===== src/hw/lcs_cmd_regs.vh =====
// command codes, parameter byte counts, reset defaults and register offsets of the command sequencer
`ifndef LCS_CMD_REGS_VH
`define LCS_CMD_REGS_VH

// register offsets (byte addresses)
`define LCS_OFF_CMD        12'h000
`define LCS_OFF_DATA       12'h004
`define LCS_OFF_STATE      12'h008
`define LCS_OFF_DISP       12'h00C
`define LCS_OFF_VOL        12'h010
`define LCS_OFF_SCROLL     12'h014
`define LCS_OFF_WINDOW     12'h018
`define LCS_OFF_PIXEL      12'h01C
`define LCS_OFF_LUT        12'h020

// command codes
`define LCS_CMD_DISP_CTRL  8'hCA
`define LCS_CMD_COM_SCAN   8'hBB
`define LCS_CMD_OSC_ON     8'hD1
`define LCS_CMD_OSC_OFF    8'hD2
`define LCS_CMD_SLP_EXIT   8'h94
`define LCS_CMD_SLP_ENTER  8'h95
`define LCS_CMD_VOLUME     8'h81
`define LCS_CMD_TMP_SLOPE  8'h82
`define LCS_CMD_PWR        8'h20
`define LCS_CMD_DISP_NORM  8'hA6
`define LCS_CMD_DISP_INV   8'hA7
`define LCS_CMD_PTL_ENTER  8'hA8
`define LCS_CMD_PTL_EXIT   8'hA9
`define LCS_CMD_SCR_REGION 8'hAA
`define LCS_CMD_SCR_ORIGIN 8'hAB
`define LCS_CMD_DATA_ORDER 8'hBC
`define LCS_CMD_COLOR_LUT  8'hCE
`define LCS_CMD_ROW_WIN    8'h75
`define LCS_CMD_COL_WIN    8'h15
`define LCS_CMD_FRAME_WR   8'h5C
`define LCS_CMD_DISP_ON    8'hAF
`define LCS_CMD_DISP_OFF   8'hAE
`define LCS_CMD_NOP        8'h25

// parameter byte counts
`define LCS_NPAR_DISP_CTRL  4'h3
`define LCS_NPAR_COM_SCAN   4'h1
`define LCS_NPAR_VOLUME     4'h2
`define LCS_NPAR_TMP_SLOPE  4'h1
`define LCS_NPAR_PWR        4'h1
`define LCS_NPAR_PTL        4'h2
`define LCS_NPAR_SCR_REGION 4'h4
`define LCS_NPAR_SCR_ORIGIN 4'h1
`define LCS_NPAR_DATA_ORDER 4'h3
`define LCS_NPAR_COLOR_LUT  5'h14
`define LCS_NPAR_WINDOW     4'h2

// reset defaults
`define LCS_RST_CLK_DIV    2'h0
`define LCS_RST_DUTY       8'h00
`define LCS_RST_INV_LINES  8'h11
`define LCS_RST_COM_SCAN   3'h0
`define LCS_RST_VOLUME     6'h00
`define LCS_RST_RES_RATIO  3'h0
`define LCS_RST_TMP_SLOPE  2'h0
`define LCS_RST_PWR        4'h0
`define LCS_RST_DATA_ORDER 8'h00
`define LCS_RST_GRAD_8     3'h1

// interface select codes on the three select pins
`define LCS_IFSEL_PAR16    3'h4
`define LCS_IFSEL_SER9     3'h1

`endif


===== src/hw/lcs_cmd_fifo_lut.v =====
// colour-position lookup table of the command sequencer
`timescale 1ns/10ps
module lcs_cmd_fifo_lut (
  clk,
  rst,
  wrEn,
  wrIdx,
  wrData,
  rdIdx,
  rdData
);
  input  wire       clk;
  input  wire       rst;
  input  wire       wrEn;
  input  wire [4:0] wrIdx;
  input  wire [3:0] wrData;
  input  wire [4:0] rdIdx;
  output reg  [3:0] rdData;

  reg [3:0] lut_reg [0:19];

  // each entry clears on reset and loads on its own write
  genvar i;
  generate
    for (i = 0; i < 20; i = i + 1) begin : gEntry
      always @(posedge clk) begin
        if (rst) begin
          lut_reg[i] <= 4'h0; // RL10
        end else if (wrEn && wrIdx == i) begin
          lut_reg[i] <= wrData;
        end
      end
    end
  endgenerate

  // combinational read port, so the bus can register it with the request
  always @* begin
    if (rdIdx < 5'h14) begin
      rdData = lut_reg[rdIdx];
    end else begin
      rdData = 4'h0;
    end
  end
endmodule


===== src/hw/lcs_command_sequencer.v =====
// command interpreter and state holder of the colour display driver, AXI4-Lite register face
//
// Summary of operation
// RL1: reset: divide two, duty 1/4, inversion 11h
// RL2: reset: common scan forward, rows 1-160
// RL3: reset: oscillator off, device asleep
// RL4: reset: contrast zero, resistor ratio zero
// RL5: reset: temperature slope selection zero
// RL6: reset: all drive-power blocks disabled
// RL7: reset: full display, fixed area zero
// RL8: reset: scroll region, type, origin zero
// RL9: reset: normal addressing, RGB, 8 levels
// RL10: reset: colour lookup entries all zero
// RL11: reset: write window addresses all zero
// RL12: frame write takes data until next command
// RL13: host waits 100ms before display-on
// RL14: sleep shorts drive supply to ground
// RL15: display-off drives outputs to mid level
// RL16: oscillator-off halts internal clocked circuits
// RL17: host shutdown order before supply removal
// RL18: host may shut down via reset
// RL19: sleep keeps memory, settings, accepts commands; sleep entry here clears the display-on, power and oscillator settings
// RL20: host wake order: exit, osc, wait, on
// RL21: host refreshes settings periodically
// RL22: host asserts reset after power-up
// RL23: select pins choose 16-bit or 9-bit interface
// RL24: apply setting only after all parameters; colour lookup entries load as each parameter arrives
`timescale 1ns/10ps
`include "lcs_cmd_regs.vh"
module lcs_command_sequencer (
  clk,
  rst,
  ifaceSel,
  s_axi_awaddr,
  s_axi_awvalid,
  s_axi_awready,
  s_axi_wdata,
  s_axi_wstrb,
  s_axi_wvalid,
  s_axi_wready,
  s_axi_bresp,
  s_axi_bvalid,
  s_axi_bready,
  s_axi_araddr,
  s_axi_arvalid,
  s_axi_arready,
  s_axi_rdata,
  s_axi_rresp,
  s_axi_rvalid,
  s_axi_rready,
  pixelData,
  pixelValid,
  displayOn,
  outputsMidLevel,
  oscRunning,
  sleepActive,
  driveShort,
  powerEnable,
  wide16Mode
);
  input  wire        clk;
  input  wire        rst;
  input  wire [2:0]  ifaceSel;
  input  wire [11:0] s_axi_awaddr;
  input  wire        s_axi_awvalid;
  output wire        s_axi_awready;
  input  wire [31:0] s_axi_wdata;
  input  wire [3:0]  s_axi_wstrb;
  input  wire        s_axi_wvalid;
  output wire        s_axi_wready;
  output wire [1:0]  s_axi_bresp;
  output reg         s_axi_bvalid;
  input  wire        s_axi_bready;
  input  wire [11:0] s_axi_araddr;
  input  wire        s_axi_arvalid;
  output wire        s_axi_arready;
  output reg  [31:0] s_axi_rdata;
  output reg  [1:0]  s_axi_rresp;
  output reg         s_axi_rvalid;
  input  wire        s_axi_rready;
  output reg  [15:0] pixelData;
  output reg         pixelValid;
  output wire        displayOn;
  output wire        outputsMidLevel;
  output wire        oscRunning;
  output wire        sleepActive;
  output wire        driveShort;
  output wire [3:0]  powerEnable;
  output wire        wide16Mode;

  // parser states
  localparam ST_IDLE  = 2'h0;
  localparam ST_PARAM = 2'h1;
  localparam ST_FRAME = 2'h2;

  reg [1:0]  state_reg;
  reg [7:0]  curCmd_reg;
  reg [4:0]  parIdx_reg;
  reg [7:0]  par_reg [0:3];
  reg        awHeld_reg;
  reg [11:0] awAddr_reg;
  reg        wHeld_reg;
  reg [31:0] wData_reg;
  reg        bErr_reg;
  reg        wide16_reg;

  // settings
  reg [1:0]  clkDiv_reg;
  reg [7:0]  duty_reg;
  reg [7:0]  invLines_reg;
  reg [2:0]  comScan_reg;
  reg        osc_reg;
  reg        sleep_reg;
  reg        dispOn_reg;
  reg        dispInv_reg;
  reg [5:0]  volume_reg;
  reg [2:0]  resRatio_reg;
  reg [1:0]  tmpSlope_reg;
  reg [3:0]  pwr_reg;
  reg        partial_reg;
  reg [7:0]  ptlStart_reg;
  reg [7:0]  ptlEnd_reg;
  reg [7:0]  scrTop_reg;
  reg [7:0]  scrBot_reg;
  reg [7:0]  scrCount_reg;
  reg [1:0]  scrType_reg;
  reg [7:0]  scrOrigin_reg;
  reg [2:0]  dataOrder_reg;
  reg        bgrOrder_reg;
  reg [2:0]  grad_reg;
  reg [7:0]  rowStart_reg;
  reg [7:0]  rowEnd_reg;
  reg [7:0]  colStart_reg;
  reg [7:0]  colEnd_reg;

  wire       wrFire;
  wire [7:0] wByte;
  wire       cmdWrite;
  wire       dataWrite;
  wire       addrOk;
  reg  [4:0] needPar;
  wire       lastPar;
  wire [3:0] lutRdData;
  wire       lutHit;

  // write address and data accepted in either order, one at a time
  assign s_axi_awready = !awHeld_reg && !s_axi_bvalid;
  assign s_axi_wready  = !wHeld_reg && !s_axi_bvalid;
  assign s_axi_arready = !s_axi_rvalid;
  assign s_axi_bresp   = bErr_reg ? 2'h2 : 2'h0;
  assign wrFire        = awHeld_reg && wHeld_reg;
  assign wByte         = wData_reg[7:0];
  assign addrOk        = awAddr_reg == `LCS_OFF_CMD || awAddr_reg == `LCS_OFF_DATA;
  assign cmdWrite      = wrFire && awAddr_reg == `LCS_OFF_CMD;
  assign dataWrite     = wrFire && awAddr_reg == `LCS_OFF_DATA;
  // twenty lookup words from the lookup offset upward
  assign lutHit        = s_axi_araddr >= `LCS_OFF_LUT && s_axi_araddr < `LCS_OFF_LUT + 12'h050;

  // parameter count per command
  always @* begin
    case (curCmd_reg)
      `LCS_CMD_DISP_CTRL:  needPar = {1'b0, `LCS_NPAR_DISP_CTRL};
      `LCS_CMD_COM_SCAN:   needPar = {1'b0, `LCS_NPAR_COM_SCAN};
      `LCS_CMD_VOLUME:     needPar = {1'b0, `LCS_NPAR_VOLUME};
      `LCS_CMD_TMP_SLOPE:  needPar = {1'b0, `LCS_NPAR_TMP_SLOPE};
      `LCS_CMD_PWR:        needPar = {1'b0, `LCS_NPAR_PWR};
      `LCS_CMD_PTL_ENTER:  needPar = {1'b0, `LCS_NPAR_PTL};
      `LCS_CMD_SCR_REGION: needPar = {1'b0, `LCS_NPAR_SCR_REGION};
      `LCS_CMD_SCR_ORIGIN: needPar = {1'b0, `LCS_NPAR_SCR_ORIGIN};
      `LCS_CMD_DATA_ORDER: needPar = {1'b0, `LCS_NPAR_DATA_ORDER};
      `LCS_CMD_COLOR_LUT:  needPar = `LCS_NPAR_COLOR_LUT;
      `LCS_CMD_ROW_WIN:    needPar = {1'b0, `LCS_NPAR_WINDOW};
      `LCS_CMD_COL_WIN:    needPar = {1'b0, `LCS_NPAR_WINDOW};
      default:             needPar = 5'd0;
    endcase
  end
  assign lastPar = dataWrite && state_reg == ST_PARAM && parIdx_reg == needPar - 5'd1;

  // colour lookup entries
  lcs_cmd_fifo_lut uLut (
    .clk    (clk),
    .rst    (rst),
    .wrEn   (dataWrite && state_reg == ST_PARAM && curCmd_reg == `LCS_CMD_COLOR_LUT),
    .wrIdx  (parIdx_reg),
    .wrData (wByte[3:0]),
    .rdIdx  (s_axi_araddr[6:2] - 5'd8),
    .rdData (lutRdData)
  );

  // AXI write channel capture and response
  always @(posedge clk) begin
    if (rst) begin
      awHeld_reg   <= 1'b0;
      awAddr_reg   <= 12'h000;
      wHeld_reg    <= 1'b0;
      wData_reg    <= 32'h00000000;
      s_axi_bvalid <= 1'b0;
      bErr_reg     <= 1'b0;
    end else begin
      if (s_axi_awvalid && s_axi_awready) begin
        awHeld_reg <= 1'b1;
        awAddr_reg <= {s_axi_awaddr[11:2], 2'b00};
      end
      if (s_axi_wvalid && s_axi_wready) begin
        wHeld_reg <= 1'b1;
        wData_reg <= s_axi_wstrb[0] ? s_axi_wdata : {s_axi_wdata[31:8], 8'h00};
      end
      if (wrFire) begin
        awHeld_reg   <= 1'b0;
        wHeld_reg    <= 1'b0;
        s_axi_bvalid <= 1'b1;
        bErr_reg     <= !addrOk;
      end else if (s_axi_bvalid && s_axi_bready) begin
        s_axi_bvalid <= 1'b0;
      end
    end
  end

  // interface width follows the select pins whenever the parser is idle and no write fires
  always @(posedge clk) begin
    if (rst) begin
      wide16_reg <= 1'b0;
    end else if (state_reg == ST_IDLE && !wrFire) begin
      wide16_reg <= ifaceSel == `LCS_IFSEL_PAR16; // RL23
    end
  end
  assign wide16Mode = wide16_reg;

  // command parser and setting update
  always @(posedge clk) begin
    if (rst) begin // RL22
      state_reg     <= ST_IDLE;
      curCmd_reg    <= 8'h00;
      parIdx_reg    <= 5'd0;
      par_reg[0]    <= 8'h00;
      par_reg[1]    <= 8'h00;
      par_reg[2]    <= 8'h00;
      par_reg[3]    <= 8'h00;
      clkDiv_reg    <= `LCS_RST_CLK_DIV; // RL1
      duty_reg      <= `LCS_RST_DUTY; // RL1
      invLines_reg  <= `LCS_RST_INV_LINES; // RL1
      comScan_reg   <= `LCS_RST_COM_SCAN; // RL2
      osc_reg       <= 1'b0; // RL3
      sleep_reg     <= 1'b1; // RL3
      dispOn_reg    <= 1'b0;
      dispInv_reg   <= 1'b0;
      volume_reg    <= `LCS_RST_VOLUME; // RL4
      resRatio_reg  <= `LCS_RST_RES_RATIO; // RL4
      tmpSlope_reg  <= `LCS_RST_TMP_SLOPE; // RL5
      pwr_reg       <= `LCS_RST_PWR; // RL6
      partial_reg   <= 1'b0; // RL7
      ptlStart_reg  <= 8'h00; // RL7
      ptlEnd_reg    <= 8'h00; // RL7
      scrTop_reg    <= 8'h00; // RL8
      scrBot_reg    <= 8'h00; // RL8
      scrCount_reg  <= 8'h00; // RL8
      scrType_reg   <= 2'h0; // RL8
      scrOrigin_reg <= 8'h00; // RL8
      dataOrder_reg <= 3'h0; // RL9
      bgrOrder_reg  <= 1'b0; // RL9
      grad_reg      <= `LCS_RST_GRAD_8; // RL9
      rowStart_reg  <= 8'h00; // RL11
      rowEnd_reg    <= 8'h00; // RL11
      colStart_reg  <= 8'h00; // RL11
      colEnd_reg    <= 8'h00; // RL11
      pixelData     <= 16'h0000;
      pixelValid    <= 1'b0;
    end else begin
      pixelValid <= 1'b0;
      if (cmdWrite) begin
        // any command ends a frame burst or an unfinished parameter list
        curCmd_reg <= wByte; // RL12
        parIdx_reg <= 5'd0;
        state_reg  <= ST_IDLE;
        case (wByte)
          `LCS_CMD_FRAME_WR:  state_reg <= ST_FRAME; // RL12
          `LCS_CMD_OSC_ON:    osc_reg <= 1'b1;
          `LCS_CMD_OSC_OFF:   osc_reg <= 1'b0; // RL16
          `LCS_CMD_SLP_EXIT:  sleep_reg <= 1'b0;
          `LCS_CMD_SLP_ENTER: begin
            // sleep stops display, power and oscillator only
            sleep_reg  <= 1'b1; // RL19
            dispOn_reg <= 1'b0;
            pwr_reg    <= 4'h0;
            osc_reg    <= 1'b0;
          end
          `LCS_CMD_DISP_NORM: dispInv_reg <= 1'b0;
          `LCS_CMD_DISP_INV:  dispInv_reg <= 1'b1;
          `LCS_CMD_PTL_EXIT:  partial_reg <= 1'b0;
          `LCS_CMD_DISP_ON:   dispOn_reg <= 1'b1;
          `LCS_CMD_DISP_OFF:  dispOn_reg <= 1'b0; // RL15
          `LCS_CMD_DISP_CTRL, `LCS_CMD_COM_SCAN, `LCS_CMD_VOLUME, `LCS_CMD_TMP_SLOPE,
          `LCS_CMD_PWR, `LCS_CMD_PTL_ENTER, `LCS_CMD_SCR_REGION, `LCS_CMD_SCR_ORIGIN,
          `LCS_CMD_DATA_ORDER, `LCS_CMD_COLOR_LUT, `LCS_CMD_ROW_WIN, `LCS_CMD_COL_WIN:
            state_reg <= ST_PARAM; // RL24
          default: state_reg <= ST_IDLE;
        endcase
      end else if (dataWrite) begin
        case (state_reg)
          ST_FRAME: begin
            pixelData  <= wide16_reg ? wData_reg[15:0] : {8'h00, wByte}; // RL12
            pixelValid <= 1'b1;
          end
          ST_PARAM: begin
            if (parIdx_reg < 5'd4) begin
              par_reg[parIdx_reg[1:0]] <= wByte;
            end
            parIdx_reg <= parIdx_reg + 5'd1;
            if (lastPar) begin
              // apply only once the whole list is in
              state_reg <= ST_IDLE; // RL24
              case (curCmd_reg)
                `LCS_CMD_DISP_CTRL: begin
                  clkDiv_reg   <= par_reg[0][1:0];
                  duty_reg     <= par_reg[1];
                  invLines_reg <= wByte;
                end
                `LCS_CMD_COM_SCAN:   comScan_reg <= wByte[2:0];
                `LCS_CMD_VOLUME: begin
                  volume_reg   <= par_reg[0][5:0];
                  resRatio_reg <= wByte[2:0];
                end
                `LCS_CMD_TMP_SLOPE:  tmpSlope_reg <= wByte[1:0];
                `LCS_CMD_PWR:        pwr_reg <= sleep_reg ? 4'h0 : wByte[3:0]; // RL14
                `LCS_CMD_PTL_ENTER: begin
                  partial_reg  <= 1'b1;
                  ptlStart_reg <= par_reg[0];
                  ptlEnd_reg   <= wByte;
                end
                `LCS_CMD_SCR_REGION: begin
                  scrTop_reg   <= par_reg[0];
                  scrBot_reg   <= par_reg[1];
                  scrCount_reg <= par_reg[2];
                  scrType_reg  <= wByte[1:0];
                end
                `LCS_CMD_SCR_ORIGIN: scrOrigin_reg <= wByte;
                `LCS_CMD_DATA_ORDER: begin
                  dataOrder_reg <= par_reg[0][2:0];
                  bgrOrder_reg  <= par_reg[1][0];
                  grad_reg      <= wByte[2:0];
                end
                `LCS_CMD_ROW_WIN: begin
                  rowStart_reg <= par_reg[0];
                  rowEnd_reg   <= wByte;
                end
                `LCS_CMD_COL_WIN: begin
                  colStart_reg <= par_reg[0];
                  colEnd_reg   <= wByte;
                end
                default: state_reg <= ST_IDLE;
              endcase
            end
          end
          default: state_reg <= ST_IDLE;
        endcase
      end
    end
  end

  // drive outputs follow oscillator, sleep and display state
  assign oscRunning      = osc_reg;
  assign sleepActive     = sleep_reg;
  assign driveShort      = sleep_reg; // RL14
  assign powerEnable     = (sleep_reg || !osc_reg) ? 4'h0 : pwr_reg; // RL16
  assign displayOn       = dispOn_reg && osc_reg && !sleep_reg;
  assign outputsMidLevel = !displayOn; // RL15

  // AXI read channel
  always @(posedge clk) begin
    if (rst) begin
      s_axi_rvalid <= 1'b0;
      s_axi_rdata  <= 32'h00000000;
      s_axi_rresp  <= 2'h0;
    end else if (s_axi_arvalid && s_axi_arready) begin
      s_axi_rvalid <= 1'b1;
      s_axi_rresp  <= 2'h0;
      case ({s_axi_araddr[11:2], 2'b00})
        `LCS_OFF_CMD:    s_axi_rdata <= {24'h000000, curCmd_reg};
        `LCS_OFF_DATA:   s_axi_rdata <= {16'h0000, pixelData};
        `LCS_OFF_STATE:  s_axi_rdata <= {19'h00000, wide16_reg, pwr_reg, partial_reg, dispInv_reg,
                                         dispOn_reg, sleep_reg, osc_reg, 1'b0, state_reg};
        `LCS_OFF_DISP:   s_axi_rdata <= {11'h000, comScan_reg, clkDiv_reg, duty_reg, invLines_reg};
        `LCS_OFF_VOL:    s_axi_rdata <= {11'h000, grad_reg, bgrOrder_reg, dataOrder_reg,
                                         tmpSlope_reg, resRatio_reg, 3'h0, volume_reg};
        `LCS_OFF_SCROLL: s_axi_rdata <= {scrTop_reg, scrBot_reg, scrCount_reg[5:0], scrType_reg, scrOrigin_reg};
        `LCS_OFF_WINDOW: s_axi_rdata <= {rowStart_reg, rowEnd_reg, colStart_reg, colEnd_reg};
        `LCS_OFF_PIXEL:  s_axi_rdata <= {ptlStart_reg, ptlEnd_reg, 16'h0000};
        default: begin
          // lookup entries read back in the low nibble, anything else is an error
          s_axi_rdata <= lutHit ? {28'h0000000, lutRdData} : 32'h00000000; // RL10
          s_axi_rresp <= lutHit ? 2'h0 : 2'h2;
        end
      endcase
    end else if (s_axi_rvalid && s_axi_rready) begin
      s_axi_rvalid <= 1'b0;
    end
  end
endmodule


===== config.mk =====
export PLATFORM = sky130hd
export DESIGN_NAME = lcs_command_sequencer
export DESIGN_NICKNAME = d
export VERILOG_FILES = /design/src/hw/lcs_cmd_fifo_lut.v /design/src/hw/lcs_command_sequencer.v
export VERILOG_INCLUDE_DIRS = /design/src /design/src/hw
export SDC_FILE = /design/constraint.sdc
export NUM_CORES = 1
export LEC_CHECK = 0
export ABC_AREA = 1
export ABC_CLOCK_PERIOD_IN_PS = 2400
export BUFFER_PORTS_ARGS = -buffer_cell sky130_fd_sc_hd__buf_2
export CORE_MARGIN = 2
export CORE_UTILIZATION = 30
export CTS_BUF_LIST = sky130_fd_sc_hd__clkbuf_8
export DETAILED_ROUTE_END_ITERATION = 16
export PLACE_DENSITY = 0.48
export SYNTH_ARGS = -nofsm -noshare
export SYNTH_HDL_FRONTEND = slang
export SYNTH_SLANG_ARGS = --single-unit

===== constraint.sdc =====
create_clock -name clk -period 2.4 [get_ports clk]
set_clock_uncertainty 0.05 [all_clocks]
set_input_delay 0.36 -clock clk [delete_from_list [all_inputs] [get_ports clk]]
set_output_delay 0.36 -clock clk [all_outputs]
set_load 0.02 [all_outputs]

# Word-level counts from Yosys, hierarchy flattened
# Memory sizes are Yosys's and may differ from the RTL's. A register that Yosys moved wholly into a read port is not among the register bits.
# Index checks and enable logic that the tools add are counted.
classes:
  addsub: 3
  n_lt_le_gt_ge: 4
  eq_ne: 69
  n_mux: 128
  n_bitwise: 22
  reduce_logical: 93
ops:
  columns: ["cell", "count"]
  rows:
  - ["$pmux W32 S8", 1]
  - ["$eq A8 B8 Y1 const B", 27]
  - ["$mux W4", 30]
  - ["$mux W1", 80]
  - ["$reduce_and A5 Y1", 12]
  - ["$eq A10 B3 Y1 const B", 4]
  - ["$eq A5 B4 Y1 const B", 8]
  - ["$logic_and A1 B1 Y1", 37]
  - ["$pmux W5 S5", 1]
  - ["$eq A8 B7 Y1 const B", 3]
  - ["$reduce_bool A2 Y1", 11]
  - ["$eq A10 B1 Y1 const B", 2]
  - ["$eq A10 B2 Y1 const B", 2]
  - ["$eq A5 B3 Y1 const B", 4]
  - ["$eq A5 B5 Y1 const B", 4]
  - ["$or A1 B1 Y1", 20]
  - ["$eq A8 B5 Y1 const B", 2]
  - ["$eq A8 B6 Y1 const B", 2]
  - ["$mux W16", 1]
  - ["$mux W8", 2]
  - ["$reduce_or A8 Y1", 2]
  - ["$mux W2", 7]
  - ["$ge A12 B6 Y1 const B", 1]
  - ["$logic_not A12 Y1", 1]
  - ["other kinds (29)", 55]
word_totals:
  reg_bits: 220
  ramBits: 112
  inputBits: 70
  output_inout_bits: 68
  wordCells: 362
  mem_count: 2
memory_table:
  columns: ["name", "words", "width", "rd", "rd_ports_with_merged_regs", "wr", "line", "text"]
  rows:
  - ["uLut.lut_reg", 20, 4, 1, 0, 20, "lcs_cmd_fifo_lut.v:20", "reg [3:0] lut_reg [0:19];"]
  - ["par_reg", 4, 8, 3, 1, 4, "lcs_command_sequencer.v:99", "reg [7:0] par_reg [0:3];"]

# Depth between registers and ports, before layout
logic_depth:
  word_depth: 10
  mapped_depth: 20
  ltp_nobuf: 18

# Hierarchy
# A second synthesis with hierarchy kept.
unflattened:
  cells_unflattened: 1993
  hier_area_um2: 14988.1
by_module_without_submodules:
  columns: ["mod", "instances", "cells_each", "area_each_um2", "seq_area_each_um2"]
  rows:
  - ["lcs_command_sequencer", 1, 1514, 10891.7, 5165.0]
  - ["lcs_cmd_fifo_lut", 1, 479, 4096.4, 2402.3]

# Worst setup path after synthesis
# Ideal clock, no wire load.
synth_path:
  path_type: "register -> register"
  startpoint: "reg curCmd_reg[7]"
  endpoint: "reg clkDiv_reg[0] (read register of par_reg)"
  setup_time_ns: 0.113
  arrival_ns: 2.339
  required_time_ns: 2.237
  setup_slack_ns: -0.102
  stages_incl_launch_ff: 19
  path_buffers: 2
  synth_period_minus_slack_ns: 2.502
  cell_sequence: "dfxtp_1 inv_1 nor2_1 nand2_1 nor2_2 nor2_1 nand2_1 nor2_1 ha_1 xnor2_1 nor2_1 nand2_1 nor2_2 and2_4 buf_12 nand3_4 buf_2 nor2_1 nor2_1"
synth_between:
  elab_chain_len: 7
  word_cells_on_any_way: 20
  cone_classes: "1 x add/sub; 13 x eq/ne; 1 x mux; 5 x reduce/logical"
synth_lines:
  columns: ["element", "line", "text"]
  rows:
  - ["start, declared", "lcs_command_sequencer.v:97", "reg [7:0] curCmd_reg;"]
  - ["start signal, assigned", "lcs_command_sequencer.v:272", "curCmd_reg <= wByte;"]
  - ["$eq A8 B5 Y1, or another cell as far along", "lcs_command_sequencer.v:161", "case (curCmd_reg)"]
  - ["$reduce_or A4 Y1 (no line) / $reduce_or A2 Y1 (equally long branches)", null, null]
  - ["$pmux W5 S5", "lcs_command_sequencer.v:161", null]
  - ["$sub A5 B1 Y5", "lcs_command_sequencer.v:177", "assign lastPar = dataWrite && state_reg == ST_PARAM && parIdx_reg == needPar - 5'd1;"]
  - ["$eq A5 B5 Y1", "lcs_command_sequencer.v:177", null]
  - ["$logic_and A1 B1 Y1", "lcs_command_sequencer.v:177", null]
  - ["$reduce_and A5 Y1 (no line) (*)", null, null]
  - ["end, declared", "lcs_command_sequencer.v:108", "reg [1:0] clkDiv_reg;"]
# Mark *: on every way between the ends. The rest lies on a longest branch, timed or not.
# A chain may end at the register's enable or synchronous reset.

# Worst setup path after layout
layout_path:
  startpoint: "reg curCmd_reg[1]"
  endpoint: "reg rowEnd_reg[1]"
layout_between:
  elab_chain_len: 7
  word_cells_on_any_way: 20
  cone_classes: "1 x add/sub; 13 x eq/ne; 1 x mux; 5 x reduce/logical"
layout_lines:
  columns: ["element", "line", "text"]
  rows:
  - ["$eq A8 B5 Y1, or another cell as far along", "lcs_command_sequencer.v:161", null]
  - ["$reduce_or A4 Y1 (no line) / $reduce_or A2 Y1 (equally long branches)", null, null]
  - ["$pmux W5 S5", "lcs_command_sequencer.v:161", null]
  - ["$sub A5 B1 Y5", "lcs_command_sequencer.v:177", null]
  - ["$eq A5 B5 Y1", "lcs_command_sequencer.v:177", null]
  - ["$logic_and A1 B1 Y1", "lcs_command_sequencer.v:177", null]
  - ["$reduce_and A5 Y1 (no line) (*)", null, null]
  - ["end signal, assigned", "lcs_command_sequencer.v:344", "rowEnd_reg <= wByte;"]
  - ["end, declared", "lcs_command_sequencer.v:132", "reg [7:0] rowEnd_reg;"]
# Marked as above.

==> impl_metrics.py <==
metrics = {
    "critical_path": {
        "worstSetupPathType": "register to register",
        "worstPathRequired_ns": 2.93,
        "worstSetupStartpointType": "register",
        "cp-end-kind": "register",
        "cp.arrival_ns": 3.32,
        "crit_fanout": 8,
    },
    "timing": {
        "final_hold_viol_count": 0,
        "timing.final.ws_setup_ns": -0.3942,
        "final_max_slew_viol_count": 0,
        "fmax_mhz": 357.9,
        "finalSetupTns_ns": -33.65,
        "fin_crit_sh_pct": 116.4,
        "hold_ws_ns": 0.07249,
        "final-setup-viol-count": 174,
        "post-route-min-period_ns": 2.794,
        "grt_setup_unrepaired": "true",
        "maxSlewHeadroom_pct": 53.52,
        "tightest_slew_ns": 0.6918,
    },
    "power": {
        "power_density_nw_per_um2": 614.1,
        "ir_worst_vdd_uv": 450.6,
        "p_leak_uw": 0.008999,
    },
    "clock_tree": {
        "cts_buffer_depth": 3,
        "h-tree-depth": 2,
        "insertion_delay_ns": 0.67,
        "numCtsBuffers": 59,
        "clock-sinks": 327,
        "root_buffer": "clkbuf_8",
        "cts_tree": "built",
        "clk_pin_slew_ns": 0.06,
    },
    "synthesis": {
        "syn-instance-count": 2043,
        "async_reset_ff_share_pct": 0,
        "ys_warn_count": 0,
        "netlist_area_um2": 15180,
        "synth_area_leaders": "dfxtp_1 (30%), edfxtp_1 (20%), nand2_1 (12%)",
        "synth-edff-count": 102,
        "synth_top_area_share_pct": 29.67,
        "yosysTopAreaCell": "dfxtp_1",
        "yosysSeqAreaShare_pct": 49.85,
        "ys.flop_type": "dfxtp_1",
        "avgSynthCellArea_um2": 7.431,
        "ys_ff_latch": 327,
        "yosysUniqueCellTypes": 46,
    },
    "finish": {
        "fin_util_pct": 40.35,
        "final_common_cell": "nand2_1",
        "layout.nets": 2444,
        "mostFrequentLayoutCells": "nand2_1 (449), nor2_1 (435), dfxtp_1 (217)",
        "largest_reg_flops": 80,
        "syn_to_final_growth_pct": 33.08,
        "diodes": 0,
        "layout-drive-gt1-share_pct": 22.79,
    },
    "grt": {
        "first_global_vias": 13900,
        "grt_start_max_net_pins": 45,
        "overflow": 0,
        "antenna_found_initial": 0,
        "gr-usage-all-layers_pct": 20.21,
        "grt_pass1_wl_um": 81550,
    },
    "routing": {
        "vias": 14700,
        "route.detailed.drc": 0,
        "vias_per_cell": 4.765,
        "antenna_left": 0,
        "drt-initial-drc-count": 1353,
        "drt-wirelength-per-cell_um": 17.87,
        "drt_pass1_iterations": 5,
        "drt-total-wl_um": 55120,
    },
    "floorplan": {
        "die_w_um": 229.0,
        "io_pins": 138,
        "fp.dieH_um": 229.0,
        "dieArea_um2": 52420,
        "core_um2": 50070,
        "std_cell_rows": 82,
        "initial_utilization_pct": 30.32,
    },
    "placed_design": {
        "place.gp.congestion": 0.8651,
        "dp_hpwl_um": 36730,
        "io_buffers": 112,
    },
    "run_status": {
        "violations": "setup timing",
        "status": "complete, but fails checks",
    },
    "flow_run": {
        "maxCapViolCount": 0,
    },
    "hold_path": {
        "hold_class": "primary input to register",
    },
}
## critical path, stage by stage (launching register included)
cell     delay [ns]
dfxtp_4        0.38
inv_4          0.05
buf_6          0.11
nand3_4        0.08
nor2_4         0.04
nor2_2         0.13
nand2_2        0.09
nor2_4         0.15
ha_4           0.23
xnor2_2        0.13
nor2_1         0.11
nand2_1        0.08
nor2_2         0.10
and2_4         0.20
buf_12         0.14
nand3_4        0.18
buf_12         0.22
nand2_4        0.07
nand2_2        0.04
nor2_1         0.09
## path summary, 6_finish.rpt
| path | start | to | slack (ns) | cells after the start |
|---|---|---|---|---|
| hold / removal | s_axi_wstrb[0] | wData_reg[3] | 0.07 | 3 |
| hold reg to reg | s_axi_rdata[29] | s_axi_rdata[29] | 0.41 | 2 |
| setup reg to reg | curCmd_reg[1] | rowEnd_reg[1] | -0.39 | 19 |
| setup / recovery | curCmd_reg[1] | rowEnd_reg[1] | -0.39 | 19 |
## cells by family after synthesis
| family | Yosys count | share of synthesized area [%] |
|---|---|---|
| other | 1 | 0.02470 |
| buffers and inverters | 322 | 8.910 |
| AND/OR/NAND/NOR | 1101 | 29.31 |
| flip-flops | 327 | 49.85 |
| XOR/XNOR | 1 | 0.05770 |
| adder cells (fa/ha/maj) | 8 | 0.6594 |
| AO/OA/AOI/OAI | 283 | 11.19 |
## per-stage QoR
step                      std cells  power (uW)  area [um^2]  worst slack (ns)
after CTS                      3067       12520        19590           -0.2012
after detailed placement       2882        6887        17450           -0.3008
after global routing           3085       12860        20200           -0.5222
final                          3085       12410        20200           -0.3942
after global placement         2882        6882        17450           -0.2323
after floorplan                2044        6452        15230         -0.005826
## report_power, final
group / total [uW] / internal (uW) / switching, uW / leakage, uW
Clock: 5560 / 3090 / 2480 / 0.000696
Sequential: 5900 / 5820 / 81.3 / 0.00281
Combinational: 943 / 305 / 638 / 0.00549
Total: 12400 / 9210 / 3190 / 0.00900
## layer usage
metal  GRT usage, %  up-vias  share of wire [%]
met1          28.80     6881                 47
met2          31.18      493                 44
met3          3.306       93                6.4
li1               -     7234                  -
met5              0        -                  0
met4          6.331        0                2.6
## layout make-up
type | instances | area (um^2)
clock buffer | 67 | 922.1
clock inverter | 41 | 312.8
fill | 5178 | 29860
inverter | 222 | 848.3
multi-input combinational | 1400 | 6780
sequential | 327 | 7597
tap | 672 | 840.8
timing repair buffer | 356 | 2902
## Yosys cell counts (15+ instances only)
library cell,instances
nor2_1,481
nand4_1,20
nor3_1,19
dfxtp_1,225
o31ai_1,18
o221ai_1,15
nand3_1,74
o21ai_0,78
inv_1,210
a22oi_1,35
clkbuf_1,61
o22ai_1,25
nand2_1,481
edfxtp_1,102
a21oi_1,87
## what timing repair did
action | CTS | global route
endpoints found under the hold margin | 29 | 0
hold buffers | 38 | 0
gates resized for setup | 45 | 117
pin swaps | 7 | 31
endpoints found under the setup margin | 188 | 266
buffers inserted | 32 | 10
gates cloned | 7 | 8
Note: power is estimated with default switching activity, not from simulation.
